===== config.mk =====
export PLATFORM = sky130hd
export DESIGN_NAME = pll_clock_synthesizer_control
export DESIGN_NICKNAME = d
export VERILOG_FILES = /design/src/pll_synth_pkg.sv /design/src/pll_clock_synthesizer_control.sv
export SDC_FILE = /design/constraint.sdc
export NUM_CORES = 1
export LEC_CHECK = 0
export BUFFER_PORTS_ARGS = -buffer_cell sky130_fd_sc_hd__buf_4
export CAP_MARGIN = 20
export CORE_AREA = 2 2 209 211
export DETAILED_ROUTE_END_ITERATION = 10
export DIE_AREA = 0 0 211 213
export GPL_ROUTABILITY_DRIVEN = 0
export PLACE_DENSITY = 0.72
export SLEW_MARGIN = 40
export SYNTH_ARGS = -nofsm -noshare
export SYNTH_HDL_FRONTEND = slang
export SYNTH_SLANG_ARGS = --single-unit

===== constraint.sdc =====
create_clock -name pclk -period 14.3 [get_ports pclk]
set_input_delay 2.86 -clock pclk [delete_from_list [all_inputs] [get_ports pclk]]
set_output_delay 2.86 -clock pclk [all_outputs]
set_load 0.02 [all_outputs]

===== src/pll_synth_pkg.sv =====
// constants, register map and state types of the clock synthesizer control
package pll_synth_pkg;

  // ----------------------------------------------------------------------
  // register map (byte addresses)
  // ----------------------------------------------------------------------
  localparam logic [7:0] ADDR_CTRL = 8'h00;
  localparam logic [7:0] ADDR_DIV = 8'h04;
  localparam logic [7:0] ADDR_OUTDIV_A = 8'h08;
  localparam logic [7:0] ADDR_OUTDIV_B = 8'h0C;
  localparam logic [7:0] ADDR_OUTDIV_C = 8'h10;
  localparam logic [7:0] ADDR_STATUS = 8'h14;
  localparam logic [7:0] ADDR_PERIOD = 8'h18;

  // ----------------------------------------------------------------------
  // field positions
  // ----------------------------------------------------------------------
  localparam int CTRL_SRC_LSB = 0;
  localparam int CTRL_FB_LSB = 2;
  localparam int CTRL_EN_LSB = 4;
  localparam int DIV_M_LSB = 0;
  localparam int DIV_N_LSB = 8;
  localparam int DIV_O_LSB = 12;
  localparam int OUTDIV_C_LSB = 0;
  localparam int OUTDIV_PH_LSB = 12;

  // ----------------------------------------------------------------------
  // reset values
  // ----------------------------------------------------------------------
  localparam logic [31:0] CTRL_RESET = 32'h0000_0011;
  localparam logic [31:0] DIV_RESET = 32'h0000_0101;
  localparam logic [31:0] OUTDIV_RESET = 32'h0000_0001;

  // ----------------------------------------------------------------------
  // modes and codes
  // ----------------------------------------------------------------------
  typedef enum logic [1:0] {
    SRC_EXTERNAL = 2'b00,
    SRC_DYNAMIC = 2'b01,
    SRC_CORE = 2'b10
  } clock_source_type;

  typedef enum logic [1:0] {
    FB_INTERNAL = 2'b00,
    FB_LOCAL = 2'b01,
    FB_CORE = 2'b10
  } feedback_mode_type;

  typedef enum logic [1:0] {
    ST_UNLOCKED = 2'b00,
    ST_ACQUIRE = 2'b01,
    ST_LOCKED = 2'b10
  } lock_state_type;

  localparam logic [2:0] PH_45 = 3'h1;
  localparam logic [2:0] PH_90 = 3'h2;
  localparam logic [2:0] PH_135 = 3'h3;
  localparam logic [2:0] PH_180 = 3'h4;
  localparam logic [2:0] PH_270 = 3'h5;

  localparam logic [1:0] CORE_REF_INDEX = 2'h0;
  localparam logic [7:0] FEEDBACK_PRODUCT_MAX = 8'hFF;

  // ----------------------------------------------------------------------
  // timing counts
  // ----------------------------------------------------------------------
  localparam logic [15:0] REF_STOP_CYCLES = 16'h0800;
  localparam logic [3:0] LOCK_MATCHES = 4'h4;

endpackage


===== src/pll_clock_synthesizer_control.sv =====
// clock synthesizer control: reference select, dividers, outputs and lock
`timescale 1ns/10ps

// Behaviour
// - four reference clock inputs, from pads or the core clock tree
// - two-bit select picks the reference input at run time
// - pre-divider N, multiplier M, post-divider O and per-output divider C
// - internal mode: comparison rate is ref over N, oscillator that times M
// - internal mode: output rate is ref times M over N, O and C, or over N, O and 2 when C is 1
// - local/core mode: oscillator is comparison times M, O, feedback C
// - feedback divider is the divider of clock output zero
// - held in reset while reset input low, runs once it is high
// - three clock outputs for the global clock net
// - lock flag rises on lock and falls on detected loss of lock
// - lock flag holds its value when the reference stops toggling
// - external source mode uses the dedicated external reference pin
// - dynamic source mode picks one of four sources by the select bus
// - core source mode takes the reference from a core generated clock
// - internal, local and core feedback modes are supported
// - M 1..255, N 1..15, O 1/2/4/8, C 1..511 (code 0 gives 256)
// - O is at least 2 whenever more than one output is enabled
// - phase shift allowed only for C of 2, 4 or 6 with listed angles
module pll_clock_synthesizer_control (
  input wire logic pclk,
  input wire logic presetn,
  input wire logic psel,
  input wire logic penable,
  input wire logic pwrite,
  input wire logic [7:0] paddr,
  input wire logic [31:0] pwdata,
  output logic [31:0] prdata,
  output logic pready,
  output logic pslverr,
  input wire logic [3:0] ref_clk_in,
  input wire logic external_ref_pin,
  input wire logic [1:0] ref_select,
  input wire logic synth_reset_n,
  input wire logic fabric_feedback_clk,
  output logic synth_out_clk_a,
  output logic synth_out_clk_b,
  output logic synth_out_clk_c,
  output logic locked
);

  // ----------------------------------------------------------------------
  // pin synchronisers
  // ----------------------------------------------------------------------
  logic [8:0] pins_in;
  logic [8:0] meta_q;
  logic [8:0] sync_q;
  assign pins_in = {fabric_feedback_clk, synth_reset_n, ref_select,
                    external_ref_pin, ref_clk_in};

  genvar gi;
  generate
    for (gi = 0; gi < 9; gi++) begin : g_sync
      always_ff @(posedge pclk or negedge presetn) begin
        if (!presetn) begin
          meta_q[gi] <= 1'b0;
          sync_q[gi] <= 1'b0;
        end else begin
          meta_q[gi] <= pins_in[gi];
          sync_q[gi] <= meta_q[gi];
        end
      end
    end
  endgenerate

  logic [3:0] ref_sync;
  logic ext_sync;
  logic [1:0] sel_sync;
  logic run;
  logic fb_sync;
  assign ref_sync = sync_q[3:0];
  assign ext_sync = sync_q[4];
  assign sel_sync = sync_q[6:5];
  assign run = sync_q[7];
  assign fb_sync = sync_q[8];

  // ----------------------------------------------------------------------
  // registers
  // ----------------------------------------------------------------------
  logic [31:0] ctrl_q;
  logic [31:0] div_q;
  logic [31:0] outdiv_q [3];
  logic [31:0] period_word;
  logic [3:0] status_word;
  logic pready_q;
  logic pslverr_q;
  logic [31:0] prdata_q;
  logic access;
  logic commit;
  logic mapped;
  logic [31:0] rd_d;

  assign access = psel & penable & ~pready_q;
  assign commit = psel & penable & pready_q & pwrite & ~pslverr_q;

  always_comb begin
    mapped = 1'b1;
    rd_d = 32'h0000_0000;
    case (paddr)
      pll_synth_pkg::ADDR_CTRL: rd_d = ctrl_q;
      pll_synth_pkg::ADDR_DIV: rd_d = div_q;
      pll_synth_pkg::ADDR_OUTDIV_A: rd_d = outdiv_q[0];
      pll_synth_pkg::ADDR_OUTDIV_B: rd_d = outdiv_q[1];
      pll_synth_pkg::ADDR_OUTDIV_C: rd_d = outdiv_q[2];
      pll_synth_pkg::ADDR_STATUS: rd_d = {28'h000_0000, status_word};
      pll_synth_pkg::ADDR_PERIOD: rd_d = period_word;
      default: mapped = 1'b0;
    endcase
  end

  // one wait state: answer registered in the cycle after the access phase
  always_ff @(posedge pclk or negedge presetn) begin
    if (!presetn) begin
      pready_q <= 1'b0;
      pslverr_q <= 1'b0;
      prdata_q <= 32'h0000_0000;
    end else begin
      pready_q <= access;
      pslverr_q <= access & ~mapped;
      if (access) begin
        prdata_q <= pwrite ? 32'h0000_0000 : rd_d;
      end
    end
  end

  always_ff @(posedge pclk or negedge presetn) begin
    if (!presetn) begin
      ctrl_q <= pll_synth_pkg::CTRL_RESET;
      div_q <= pll_synth_pkg::DIV_RESET;
      outdiv_q[0] <= pll_synth_pkg::OUTDIV_RESET;
      outdiv_q[1] <= pll_synth_pkg::OUTDIV_RESET;
      outdiv_q[2] <= pll_synth_pkg::OUTDIV_RESET;
    end else if (commit) begin
      case (paddr)
        pll_synth_pkg::ADDR_CTRL: ctrl_q <= {25'h000_0000, pwdata[6:0]};
        pll_synth_pkg::ADDR_DIV: div_q <= {18'h0_0000, pwdata[13:0]};
        pll_synth_pkg::ADDR_OUTDIV_A:
          outdiv_q[0] <= {17'h0_0000, pwdata[14:12], 3'h0, pwdata[8:0]};
        pll_synth_pkg::ADDR_OUTDIV_B:
          outdiv_q[1] <= {17'h0_0000, pwdata[14:12], 3'h0, pwdata[8:0]};
        pll_synth_pkg::ADDR_OUTDIV_C:
          outdiv_q[2] <= {17'h0_0000, pwdata[14:12], 3'h0, pwdata[8:0]};
        default: ctrl_q <= ctrl_q;
      endcase
    end
  end

  assign prdata = prdata_q;
  assign pready = pready_q;
  assign pslverr = pslverr_q;

  // ----------------------------------------------------------------------
  // settings, clamped to their legal ranges
  // ----------------------------------------------------------------------
  logic [1:0] src_mode;
  logic [1:0] fb_mode;
  logic [2:0] out_en;
  logic [7:0] m_eff;
  logic [3:0] n_eff;
  logic [3:0] o_eff;
  logic [8:0] c_eff [3];
  logic [19:0] fb_product;
  logic [7:0] mult;
  logic settings_bad;
  logic multi_out;

  assign src_mode = ctrl_q[pll_synth_pkg::CTRL_SRC_LSB +: 2];
  assign fb_mode = ctrl_q[pll_synth_pkg::CTRL_FB_LSB +: 2];
  assign out_en = ctrl_q[pll_synth_pkg::CTRL_EN_LSB +: 3];
  assign multi_out = (out_en[0] & out_en[1]) | (out_en[0] & out_en[2]) |
                     (out_en[1] & out_en[2]);

  always_comb begin
    m_eff = div_q[pll_synth_pkg::DIV_M_LSB +: 8];
    if (m_eff == 8'h00) begin
      m_eff = 8'h01;
    end
    n_eff = div_q[pll_synth_pkg::DIV_N_LSB +: 4];
    if (n_eff == 4'h0) begin
      n_eff = 4'h1;
    end
    case (div_q[pll_synth_pkg::DIV_O_LSB +: 2])
      2'h1: o_eff = 4'h2;
      2'h2: o_eff = 4'h4;
      2'h3: o_eff = 4'h8;
      default: o_eff = multi_out ? 4'h2 : 4'h1;
    endcase
  end

  generate
    for (gi = 0; gi < 3; gi++) begin : g_ceff
      // divider code 0 counts as 256; the 9-bit field takes codes up to 511
      assign c_eff[gi] = (outdiv_q[gi][8:0] == 9'h000) ? 9'h100 :
                         outdiv_q[gi][8:0];
    end
  endgenerate

  assign fb_product = {12'h000, m_eff} * {16'h0000, o_eff} *
                      {11'h000, c_eff[0]};

  always_comb begin
    settings_bad = 1'b0;
    if (fb_mode == pll_synth_pkg::FB_INTERNAL) begin
      mult = m_eff;
    end else if (fb_product > {12'h000, pll_synth_pkg::FEEDBACK_PRODUCT_MAX})
    begin
      mult = pll_synth_pkg::FEEDBACK_PRODUCT_MAX;
      settings_bad = 1'b1;
    end else begin
      mult = fb_product[7:0];
    end
  end

  // ----------------------------------------------------------------------
  // reference source and pre-divider
  // ----------------------------------------------------------------------
  logic ref_now;
  logic ref_prev_q;
  logic fb_prev_q;
  logic ref_rise;
  logic [3:0] ndiv_q;
  logic pfd_tick;

  always_comb begin
    case (src_mode)
      pll_synth_pkg::SRC_EXTERNAL: ref_now = ext_sync;
      pll_synth_pkg::SRC_DYNAMIC: ref_now = ref_sync[sel_sync];
      pll_synth_pkg::SRC_CORE:
        ref_now = ref_sync[pll_synth_pkg::CORE_REF_INDEX];
      default: ref_now = ext_sync;
    endcase
  end

  assign ref_rise = ref_now & ~ref_prev_q;
  assign pfd_tick = ref_rise && (ndiv_q >= n_eff - 4'h1);

  always_ff @(posedge pclk or negedge presetn) begin
    if (!presetn) begin
      ref_prev_q <= 1'b0;
      fb_prev_q <= 1'b0;
    end else begin
      ref_prev_q <= ref_now;
      fb_prev_q <= fb_sync;
    end
  end

  always_ff @(posedge pclk or negedge presetn) begin
    if (!presetn) begin
      ndiv_q <= 4'h0;
    end else if (!run) begin
      ndiv_q <= 4'h0;
    end else if (pfd_tick) begin
      ndiv_q <= 4'h0;
    end else if (ref_rise) begin
      ndiv_q <= ndiv_q + 4'h1;
    end
  end

  // ----------------------------------------------------------------------
  // comparison period measurement
  // ----------------------------------------------------------------------
  logic [15:0] per_cnt_q;
  logic [15:0] period_q;
  logic ref_stopped;
  logic period_match;

  assign ref_stopped = per_cnt_q >= pll_synth_pkg::REF_STOP_CYCLES;
  assign period_match = (per_cnt_q == period_q) ||
                        (per_cnt_q == period_q + 16'h0001) ||
                        (per_cnt_q + 16'h0001 == period_q);
  assign period_word = {16'h0000, period_q};

  always_ff @(posedge pclk or negedge presetn) begin
    if (!presetn) begin
      per_cnt_q <= 16'h0000;
      period_q <= 16'h0000;
    end else if (!run) begin
      per_cnt_q <= 16'h0000;
      period_q <= 16'h0000;
    end else if (pfd_tick) begin
      per_cnt_q <= 16'h0001;
      period_q <= per_cnt_q;
    end else if (per_cnt_q != 16'hFFFF) begin
      per_cnt_q <= per_cnt_q + 16'h0001;
    end
  end

  // ----------------------------------------------------------------------
  // lock detection
  // ----------------------------------------------------------------------
  pll_synth_pkg::lock_state_type lock_state_q;
  logic [3:0] match_q;
  logic fb_seen_q;
  logic loop_ok;
  logic locked_q;

  // core feedback mode also needs the fabric feedback clock to toggle
  assign loop_ok = period_match && !settings_bad &&
                   (fb_mode != pll_synth_pkg::FB_CORE || fb_seen_q);

  always_ff @(posedge pclk or negedge presetn) begin
    if (!presetn) begin
      fb_seen_q <= 1'b0;
    end else if (!run) begin
      fb_seen_q <= 1'b0;
    end else if (fb_sync & ~fb_prev_q) begin
      // an edge on the tick itself counts for the next interval
      fb_seen_q <= 1'b1;
    end else if (pfd_tick) begin
      fb_seen_q <= 1'b0;
    end
  end

  // no comparison ticks while the reference stands still, so state holds
  always_ff @(posedge pclk or negedge presetn) begin
    if (!presetn) begin
      lock_state_q <= pll_synth_pkg::ST_UNLOCKED;
      match_q <= 4'h0;
    end else if (!run) begin
      lock_state_q <= pll_synth_pkg::ST_UNLOCKED;
      match_q <= 4'h0;
    end else if (pfd_tick) begin
      case (lock_state_q)
        pll_synth_pkg::ST_UNLOCKED: begin
          lock_state_q <= pll_synth_pkg::ST_ACQUIRE;
          match_q <= 4'h0;
        end
        pll_synth_pkg::ST_ACQUIRE: begin
          if (!loop_ok) begin
            match_q <= 4'h0;
          end else if (match_q >= pll_synth_pkg::LOCK_MATCHES - 4'h1) begin
            lock_state_q <= pll_synth_pkg::ST_LOCKED;
          end else begin
            match_q <= match_q + 4'h1;
          end
        end
        pll_synth_pkg::ST_LOCKED: begin
          if (!loop_ok) begin
            lock_state_q <= pll_synth_pkg::ST_ACQUIRE;
            match_q <= 4'h0;
          end
        end
        default: lock_state_q <= pll_synth_pkg::ST_UNLOCKED;
      endcase
    end
  end

  always_ff @(posedge pclk or negedge presetn) begin
    if (!presetn) begin
      locked_q <= 1'b0;
    end else begin
      locked_q <= run && (lock_state_q == pll_synth_pkg::ST_LOCKED);
    end
  end

  assign locked = locked_q;
  assign status_word = {settings_bad, ~run, ref_stopped, locked_q};

  // ----------------------------------------------------------------------
  // oscillator model and post-divider
  // ----------------------------------------------------------------------
  logic [15:0] acc_q;
  logic [16:0] acc_sum;
  logic vco_tick;
  logic [3:0] odiv_q;
  logic post_tick;

  // mult ticks per measured comparison period; one tick per pclk at most
  assign acc_sum = {1'b0, acc_q} + {9'h000, mult};
  assign vco_tick = run && (period_q != 16'h0000) &&
                    (acc_sum >= {1'b0, period_q});
  assign post_tick = vco_tick && (odiv_q >= o_eff - 4'h1);

  always_ff @(posedge pclk or negedge presetn) begin
    if (!presetn) begin
      acc_q <= 16'h0000;
    end else if (!run || period_q == 16'h0000) begin
      acc_q <= 16'h0000;
    end else if (vco_tick) begin
      acc_q <= 16'(acc_sum - {1'b0, period_q});
    end else begin
      acc_q <= acc_sum[15:0];
    end
  end

  always_ff @(posedge pclk or negedge presetn) begin
    if (!presetn) begin
      odiv_q <= 4'h0;
    end else if (!run || post_tick) begin
      odiv_q <= 4'h0;
    end else if (vco_tick) begin
      odiv_q <= odiv_q + 4'h1;
    end
  end

  // ----------------------------------------------------------------------
  // output dividers with phase shift, counted in half post ticks
  // ----------------------------------------------------------------------
  function automatic logic [9:0] phase_off(input logic [8:0] c,
                                           input logic [2:0] ph);
    logic [9:0] off;
    off = 10'h000;
    case (c)
      9'h002: begin
        case (ph)
          pll_synth_pkg::PH_90: off = 10'h001;
          pll_synth_pkg::PH_180: off = 10'h002;
          pll_synth_pkg::PH_270: off = 10'h003;
          default: off = 10'h000;
        endcase
      end
      9'h004: begin
        case (ph)
          pll_synth_pkg::PH_45: off = 10'h001;
          pll_synth_pkg::PH_90: off = 10'h002;
          pll_synth_pkg::PH_135: off = 10'h003;
          default: off = 10'h000;
        endcase
      end
      9'h006: off = (ph == pll_synth_pkg::PH_90) ? 10'h003 : 10'h000;
      default: off = 10'h000;
    endcase
    return off;
  endfunction

  logic [2:0] clk_out_q;

  generate
    for (gi = 0; gi < 3; gi++) begin : g_out
      logic [9:0] cnt_q;
      logic [9:0] span;
      logic [9:0] step;
      logic [9:0] shifted;
      logic [9:0] off;
      assign span = {c_eff[gi], 1'b0};
      assign off = phase_off(c_eff[gi],
                     outdiv_q[gi][pll_synth_pkg::OUTDIV_PH_LSB +: 3]);
      assign step = (cnt_q + 10'h002 >= span) ? 10'(cnt_q + 10'h002 - span) :
                    10'(cnt_q + 10'h002);
      assign shifted = (cnt_q + off >= span) ? 10'(cnt_q + off - span) :
                       10'(cnt_q + off);

      always_ff @(posedge pclk or negedge presetn) begin
        if (!presetn) begin
          cnt_q <= 10'h000;
        end else if (!run) begin
          cnt_q <= 10'h000;
        end else if (post_tick) begin
          cnt_q <= step;
        end
      end

      always_ff @(posedge pclk or negedge presetn) begin
        if (!presetn) begin
          clk_out_q[gi] <= 1'b0;
        end else if (!run || !out_en[gi]) begin
          clk_out_q[gi] <= 1'b0;
        end else if (c_eff[gi] == 9'h001) begin
          if (post_tick) begin
            clk_out_q[gi] <= ~clk_out_q[gi];
          end
        end else begin
          clk_out_q[gi] <= shifted < {1'b0, c_eff[gi]};
        end
      end
    end
  endgenerate

  assign synth_out_clk_a = clk_out_q[0];
  assign synth_out_clk_b = clk_out_q[1];
  assign synth_out_clk_c = clk_out_q[2];

endmodule


==> results of run 1 <==
==> how the worst max path moves through the flow <==
| stage | startpoint | slack, ns | to |
|---|---|---|---|
| after floorplan | ctrl_q[6] | 1.58 | g_out[0].cnt_q[9] |
| after global placement | div_q[5] | 0.65 | g_out[2].cnt_q[8] |
| after detailed placement | div_q[5] | 0.33 | g_out[1].cnt_q[9] |
| after CTS | div_q[5] | 0.31 | g_out[1].cnt_q[9] |
| after global routing | ctrl_q[6] | 0.003 | g_out[2].cnt_q[8] |
| final | ctrl_q[6] | 0.80 | synth_out_clk_c |
==> layout make-up <==
type | count | area [um^2] | area share
clock inverters | 14 | 169 | 0.00809
flip-flops and latches | 189 | 4740 | 0.227
multi-input cells | 1818 | 13400 | 0.643
repair buffers | 76 | 592 | 0.0284
well taps | 546 | 683 | 0.0327
clock buffers | 18 | 439 | 0.0210
inverters | 220 | 826 | 0.0396
==> metal layers <==
layer,GRT usage,vias to the layer above,part of all wire
li1,-,7985,-
met1,0.294,8207,0.43
met2,0.399,593,0.48
met3,0.0237,117,0.057
met4,0.0804,0,0.030
met5,0,-,0
==> timing repair <==
action | in CTS | in global routing
setup endpoints to repair | 0 | 47
hold buffers | 0 | 0
resized for setup | 0 | 4
==> state kept, by name (all words and copies together) (netlist names), 2 cells and up <==
name,count
meta_q,9
acc_q,16
sel_sync,2
period_q,16
ref_sync,4
match_q,4
prdata,16
per_cnt_q,16
outdiv_q,36
div_q,14
lock_state_q,2
odiv_q,4
ctrl_q,7
ndiv_q,4
g_out.cnt_q,27
==> kinds of logic after synthesis <==
group,Yosys count,share of synthesized area
simple gates,793,0.195
buf+inv,348,0.0714
xor+xnor,156,0.0707
mux,76,0.0437
other cells,2,0.000387
flops,189,0.244
compound gates,503,0.164
fa+ha+maj,273,0.210
==> power by group <==
part / switching (mW) / internal [mW] / leakage (nW) / total (mW)
registers: 0.00680 / 0.540 / 2.44 / 0.547
logic: 0.0727 / 0.0397 / 7.35 / 0.112
clock network: 0.238 / 0.255 / 0.296 / 0.493
total: 0.317 / 0.835 / 10.1 / 1.15
==> cell usage in the layout, fill, tap and decap left out, types with 70 or more instances in the layout <==
| cell type | netlist | layout |
|---|---|---|
| xor2_1 | 70 | 70 |
| o21ai_0 | 137 | 136 |
| inv_1 | 218 | 218 |
| nand2_1 | 253 | 253 |
| a21oi_1 | 142 | 141 |
| nor2_1 | 190 | 188 |
| dfrtp_1 | 182 | 182 |
| ha_1 | 182 | 182 |
| xnor2_1 | 85 | 84 |
| fa_1 | 90 | 90 |
| buf_4 | 16 | 74 |
==> impl_metrics.yaml, run 1 <==
timing:
  rsz0062_at_grt: "no"
  final_min_period_over_clock_period: 0.944
  max_slew_margin: 0.450
  hold_violations: 0
  fmax_mhz: 74.1
  final-setup-viol-count: 0
  finalClockSkew_ns: 0.0110
  period_needed_ns: 13.50
  slew_viol_final: 0
  hold_slack_ns: 0.351
  fin_ws_ns: 0.800
  final.setup.tns_ns: 0
  tightest_slew_ns: 0.819
critical_path:
  slowest_stage: "fa_1"
  critPathRequiredTime_ns: 14.67
  reg2regPathDepth: 54
  cp_common_cell: "fa_1"
  cp_top_family: "adder cells"
  path_buf_inv: 5
  cp.arrival_ns: 13.87
  r2r-end: "synth_out_clk_c"
  worst-path-stages: 54
  path_max_fanout: 9
  max_stage_delay_ns: 0.55
  endpoint_kind: "flop"
  r2r_start: "ctrl_q[6]"
  r2r_setup_slack_ns: 0.80
  criticalPathCategory: "flop to flop"
  cp-start-kind: "flop"
power:
  leakagePower_nw: 10.1
  cellPowerDensity_mw_per_mm2: 55.2
  p_total_mw: 1.15
  irDropWorstVdd_v: 0.0000890
min_path:
  hold_class: "flop to flop"
  min-delay-start: "meta_q[4]"
  min_to: "ext_sync"
  min_path_cells: 0
outcome:
  outcome: "finished, final reports clean"
route:
  routed_via_density: 5.87
  vias: 16900
  post-route-drc-count: 0
  wl_per_cell_um: 17.7
  drt-total-wl_um: 50900
  dr.pass1.iters: 6
  ant_nets: 0
  drt_iter0_drc: 1238
die:
  die_y_um: 213
  die-area_mm2: 0.0449
  dieWidth_um: 211
  core-area_mm2: 0.0427
  start_util: 0.455
  io_pins: 92
  num_rows: 76
clock_tree:
  h-tree-depth: 4
  cts_inserted_buffers: 17
  clock_sinks: 189
  cts_tree: "built"
  post-cts-setup-buffer-count: 0
  clk_pin_slew_worst_paths_ns: 0.07
  clk_latency_ns: 0.45
  cts.path.max_buffers: 2
  cts_root_buf: "clkbuf_16"
flow_run:
  drv_cap: 0
placed_design:
  hpwl_um: 38700
  placed_cell_area_mm2: 0.0202
  placedCellCount: 2849
  portBuffers: 58
  dpl_worst_slack_ns: 0.332
layout:
  final_net_count: 2648
  layout-drive-gt1-share: 0.0814
  diodes: 0
  fill_cells: 3955
  fin_cells: 2881
  area.growth.synth_to_final_pct: 7.43
  final_util: 0.489
  fin_area_mm2: 0.0209
synth:
  synth_most_common_cell: "nand2_1"
  syn_inst: 2340
  ys_ff_latch: 189
  async_flop_share: 1.00
  netlist_top_cells_count: "nand2_1 (253), inv_1 (218), nor2_1 (190)"
  yosys_warnings: 0
  yosysTopAreaCellShare: 0.234
  postSynthAreaPerCell_um2: 8.30
  synth_edf_count: 0
  yosysTopAreaCell: "dfrtp_1"
  yosysUniqueCellTypes: 87
  synth_seq_area_share: 0.244
  syn_area_mm2: 0.0194
  synth_area_leaders: "dfrtp_1 (23%), ha_1 (12%), fa_1 (9.3%)"
  ys.flop_type: "dfrtp_1"
global_route:
  grt_max_degree: 122
  grt_pass1_wl_um: 82900
  grt_pass1_vias: 16500
  track_usage: 0.228
  overflow: 0
  grt_antenna_before_repair: 0
Power figures use the tool's default switching activity.
==> run 2: changes to the inputs <==
--- a/config.mk
+++ b/config.mk
@@ -8,10 +8,11 @@
 export BUFFER_PORTS_ARGS = -buffer_cell sky130_fd_sc_hd__buf_4
 export CAP_MARGIN = 20
 export CORE_AREA = 2 2 209 211
+export CTS_BUF_LIST = sky130_fd_sc_hd__clkbuf_4
 export DETAILED_ROUTE_END_ITERATION = 10
 export DIE_AREA = 0 0 211 213
 export GPL_ROUTABILITY_DRIVEN = 0
-export PLACE_DENSITY = 0.72
+export PLACE_DENSITY = 0.74
 export SLEW_MARGIN = 40
 export SYNTH_ARGS = -nofsm -noshare
 export SYNTH_HDL_FRONTEND = slang
==> constraint.sdc (replaced) <==
create_clock -name pclk -period 12 [get_ports pclk]
set_input_delay 2.4 -clock pclk [delete_from_list [all_inputs] [get_ports pclk]]
set_output_delay 2.4 -clock pclk [all_outputs]
set_load 0.02 [all_outputs]
==> impl_metrics.yaml, run 2 (synthesis gave the netlist of run 1 again) <==
timing:
  fmax_mhz: 83.9
  period_needed_ns: 11.91
  final-setup-viol-count: 0
  slew_viol_final: 0
  tightest_slew_ns: 0.833
  final_min_period_over_clock_period: 0.993
  rsz0062_at_grt: "yes"
  hold_violations: 0
  final.setup.tns_ns: 0
  hold_slack_ns: 0.371
  max_slew_margin: 0.443
  finalClockSkew_ns: 0.0246
outcome:
  outcome: "finished, final reports clean"
layout:
  top_regs: "outdiv_q (36), g_out.cnt_q (27)"
  largest_register: "outdiv_q"
  fin_cells: 2991
  fill_cells: 3790
  final_common_cell: "nand2_1"
  final_net_count: 2757
  layout-drive-gt1-share: 0.170
  largest_reg_flops: 36
  final_cell_mix: "nand2_1 (244), inv_1 (208), dfrtp_1 (182)"
  area.growth.synth_to_final_pct: 13.8
global_route:
  grt_max_degree: 113
  grt_antenna_before_repair: 1
  track_usage: 0.232
  grt_pass1_vias: 16900
  grt_pass1_wl_um: 84300
  overflow: 0
power:
  leakagePower_nw: 10.6
  p_int_mw: 0.820
  clockPowerShare: 0.319
  irDropWorstVdd_v: 0.0000908
  power_frac_seq: 0.550
  p_comb_frac: 0.131
  p_total_mw: 1.18
  netSwitchingPower_mw: 0.364
  sw_frac_of_total: 0.307
  cellPowerDensity_mw_per_mm2: 53.6
die:
  die_y_um: 213
  dieWidth_um: 211
  core-area_mm2: 0.0427
  io_pins: 92
  start_util: 0.455
  num_rows: 76
  die-area_mm2: 0.0449
route:
  drt-total-wl_um: 52900
  drt_iter0_drc: 1292
  wl_per_cell_um: 17.7
  vias: 17300
  post-route-drc-count: 0
  routed_via_density: 5.80
  ant_nets: 0
  dr.pass1.iters: 5
critical_path:
  cp.arrival_ns: 12.47
  criticalPathCategory: "flop to flop"
  r2r_start: "ctrl_q[6]"
  cp_common_cell: "fa_1"
  max_stage_delay_ns: 0.54
  cp-start-kind: "flop"
  r2r_setup_slack_ns: 0.09
  r2r-end: "synth_out_clk_c"
  slowest_stage: "fa_1"
  critPathRequiredTime_ns: 12.56
  path_max_fanout: 7
  endpoint_kind: "flop"
  reg2regPathDepth: 54
min_path:
  min_path_cells: 0
  hold_class: "flop to flop"
  min-delay-start: "meta_q[7]"
  min_to: "run"
placed_design:
  portBuffers: 58
  placedCellCount: 2927
  hpwl_um: 39300
clock_tree:
  cts.path.max_buffers: 2
  cts-hold-fix-buffers: 0
  h-tree-depth: 4
  cts_root_buf: "clkbuf_4"
  cts_inserted_buffers: 17
  clk_pin_slew_worst_paths_ns: 0.17
  clk_latency_ns: 0.63
  clock_sinks: 189
  cts_tree: "built"
flow_run:
  drv_cap: 0
-- run 2: cell types whose count changed in the layout (fill, tap and decap cells not counted), sizes merged --
cell,previous run,this run
buf,75,184
clkinv,6,8
inv,226,224
diode,0,1
-- run 2: layout make-up --
cell class	instances	area (um^2)	area share
clock inverters	14	175	0.00792
multi-input cells	1818	14000	0.635
diodes	1	2.50	0.000113
inverters	220	826	0.0373
flip-flops and latches	189	4740	0.214
well taps	546	683	0.0309
clock buffers	18	135	0.00611
repair buffers	185	1510	0.0683
-- run 2: metrics by stage --
stage / utilization / setup WS, ns / cell area [um^2]
after floorplan: - / 0.0382 / 19600
after global routing: 0.518 / -0.466 / 22100
final: 0.518 / 0.0875 / 22100
after global placement: 0.490 / -0.151 / 20900
after CTS: 0.506 / 0.0153 / 21600
after detailed placement: 0.491 / -0.400 / 21000
-- run 2: power groups by stage --
| stage | Sequential [mW] | Combinational [mW] | Clock (mW) |
|---|---|---|---|
| floorplan | 0.661 | 0.0885 | 0 |
| global placement | 0.663 | 0.136 | 0 |
| detailed placement | 0.663 | 0.141 | 0 |
| CTS | 0.651 | 0.144 | 0.385 |
| global route | 0.653 | 0.170 | 0.406 |
| finish | 0.652 | 0.155 | 0.378 |
-- run 2: critical path: cells and delay by family, from the launching register on --
kind / cells / cell delay [ns]
muxes: 1 / 0.23
xor gates and xnor gates: 2 / 0.26
adders and majority gates: 12 / 4.76
buffers and inverters: 9 / 0.93
AOI/OAI and AO/OA: 19 / 3.09
and+or+nand+nor: 11 / 2.16
DFF: 1 / 0.42
-- run 2: worst max-delay path by stage --
stage,from,to,slack [ns],cells past startpoint
detailed placement,div_q[4],synth_out_clk_c,-0.40,53
finish,ctrl_q[6],synth_out_clk_c,0.09,54
global route,ctrl_q[4],synth_out_clk_c,-0.47,54
floorplan,ctrl_q[6],g_out[2].cnt_q[4],0.04,56
CTS,ctrl_q[6],g_out[2].cnt_q[2],0.02,54
global placement,ctrl_q[6],synth_out_clk_c,-0.15,54
-- run 2: per-layer routing --
metal  routed length [um]  vias up  track usage
met5                    0        -            0
met3                 3410      161       0.0278
met2                25300      680        0.397
li1                     -     8184            -
met1                22100     8313        0.299
met4                 2120        0       0.0957
-- run 2: timing repair --
| action | in CTS | in global routing |
|---|---|---|
| gates resized for setup | 35 | 118 |
| pin swaps | 58 | 52 |
| setup buffers | 16 | 15 |
| gates cloned | 1 | 1 |
| endpoints found under the setup margin | 50 | 50 |
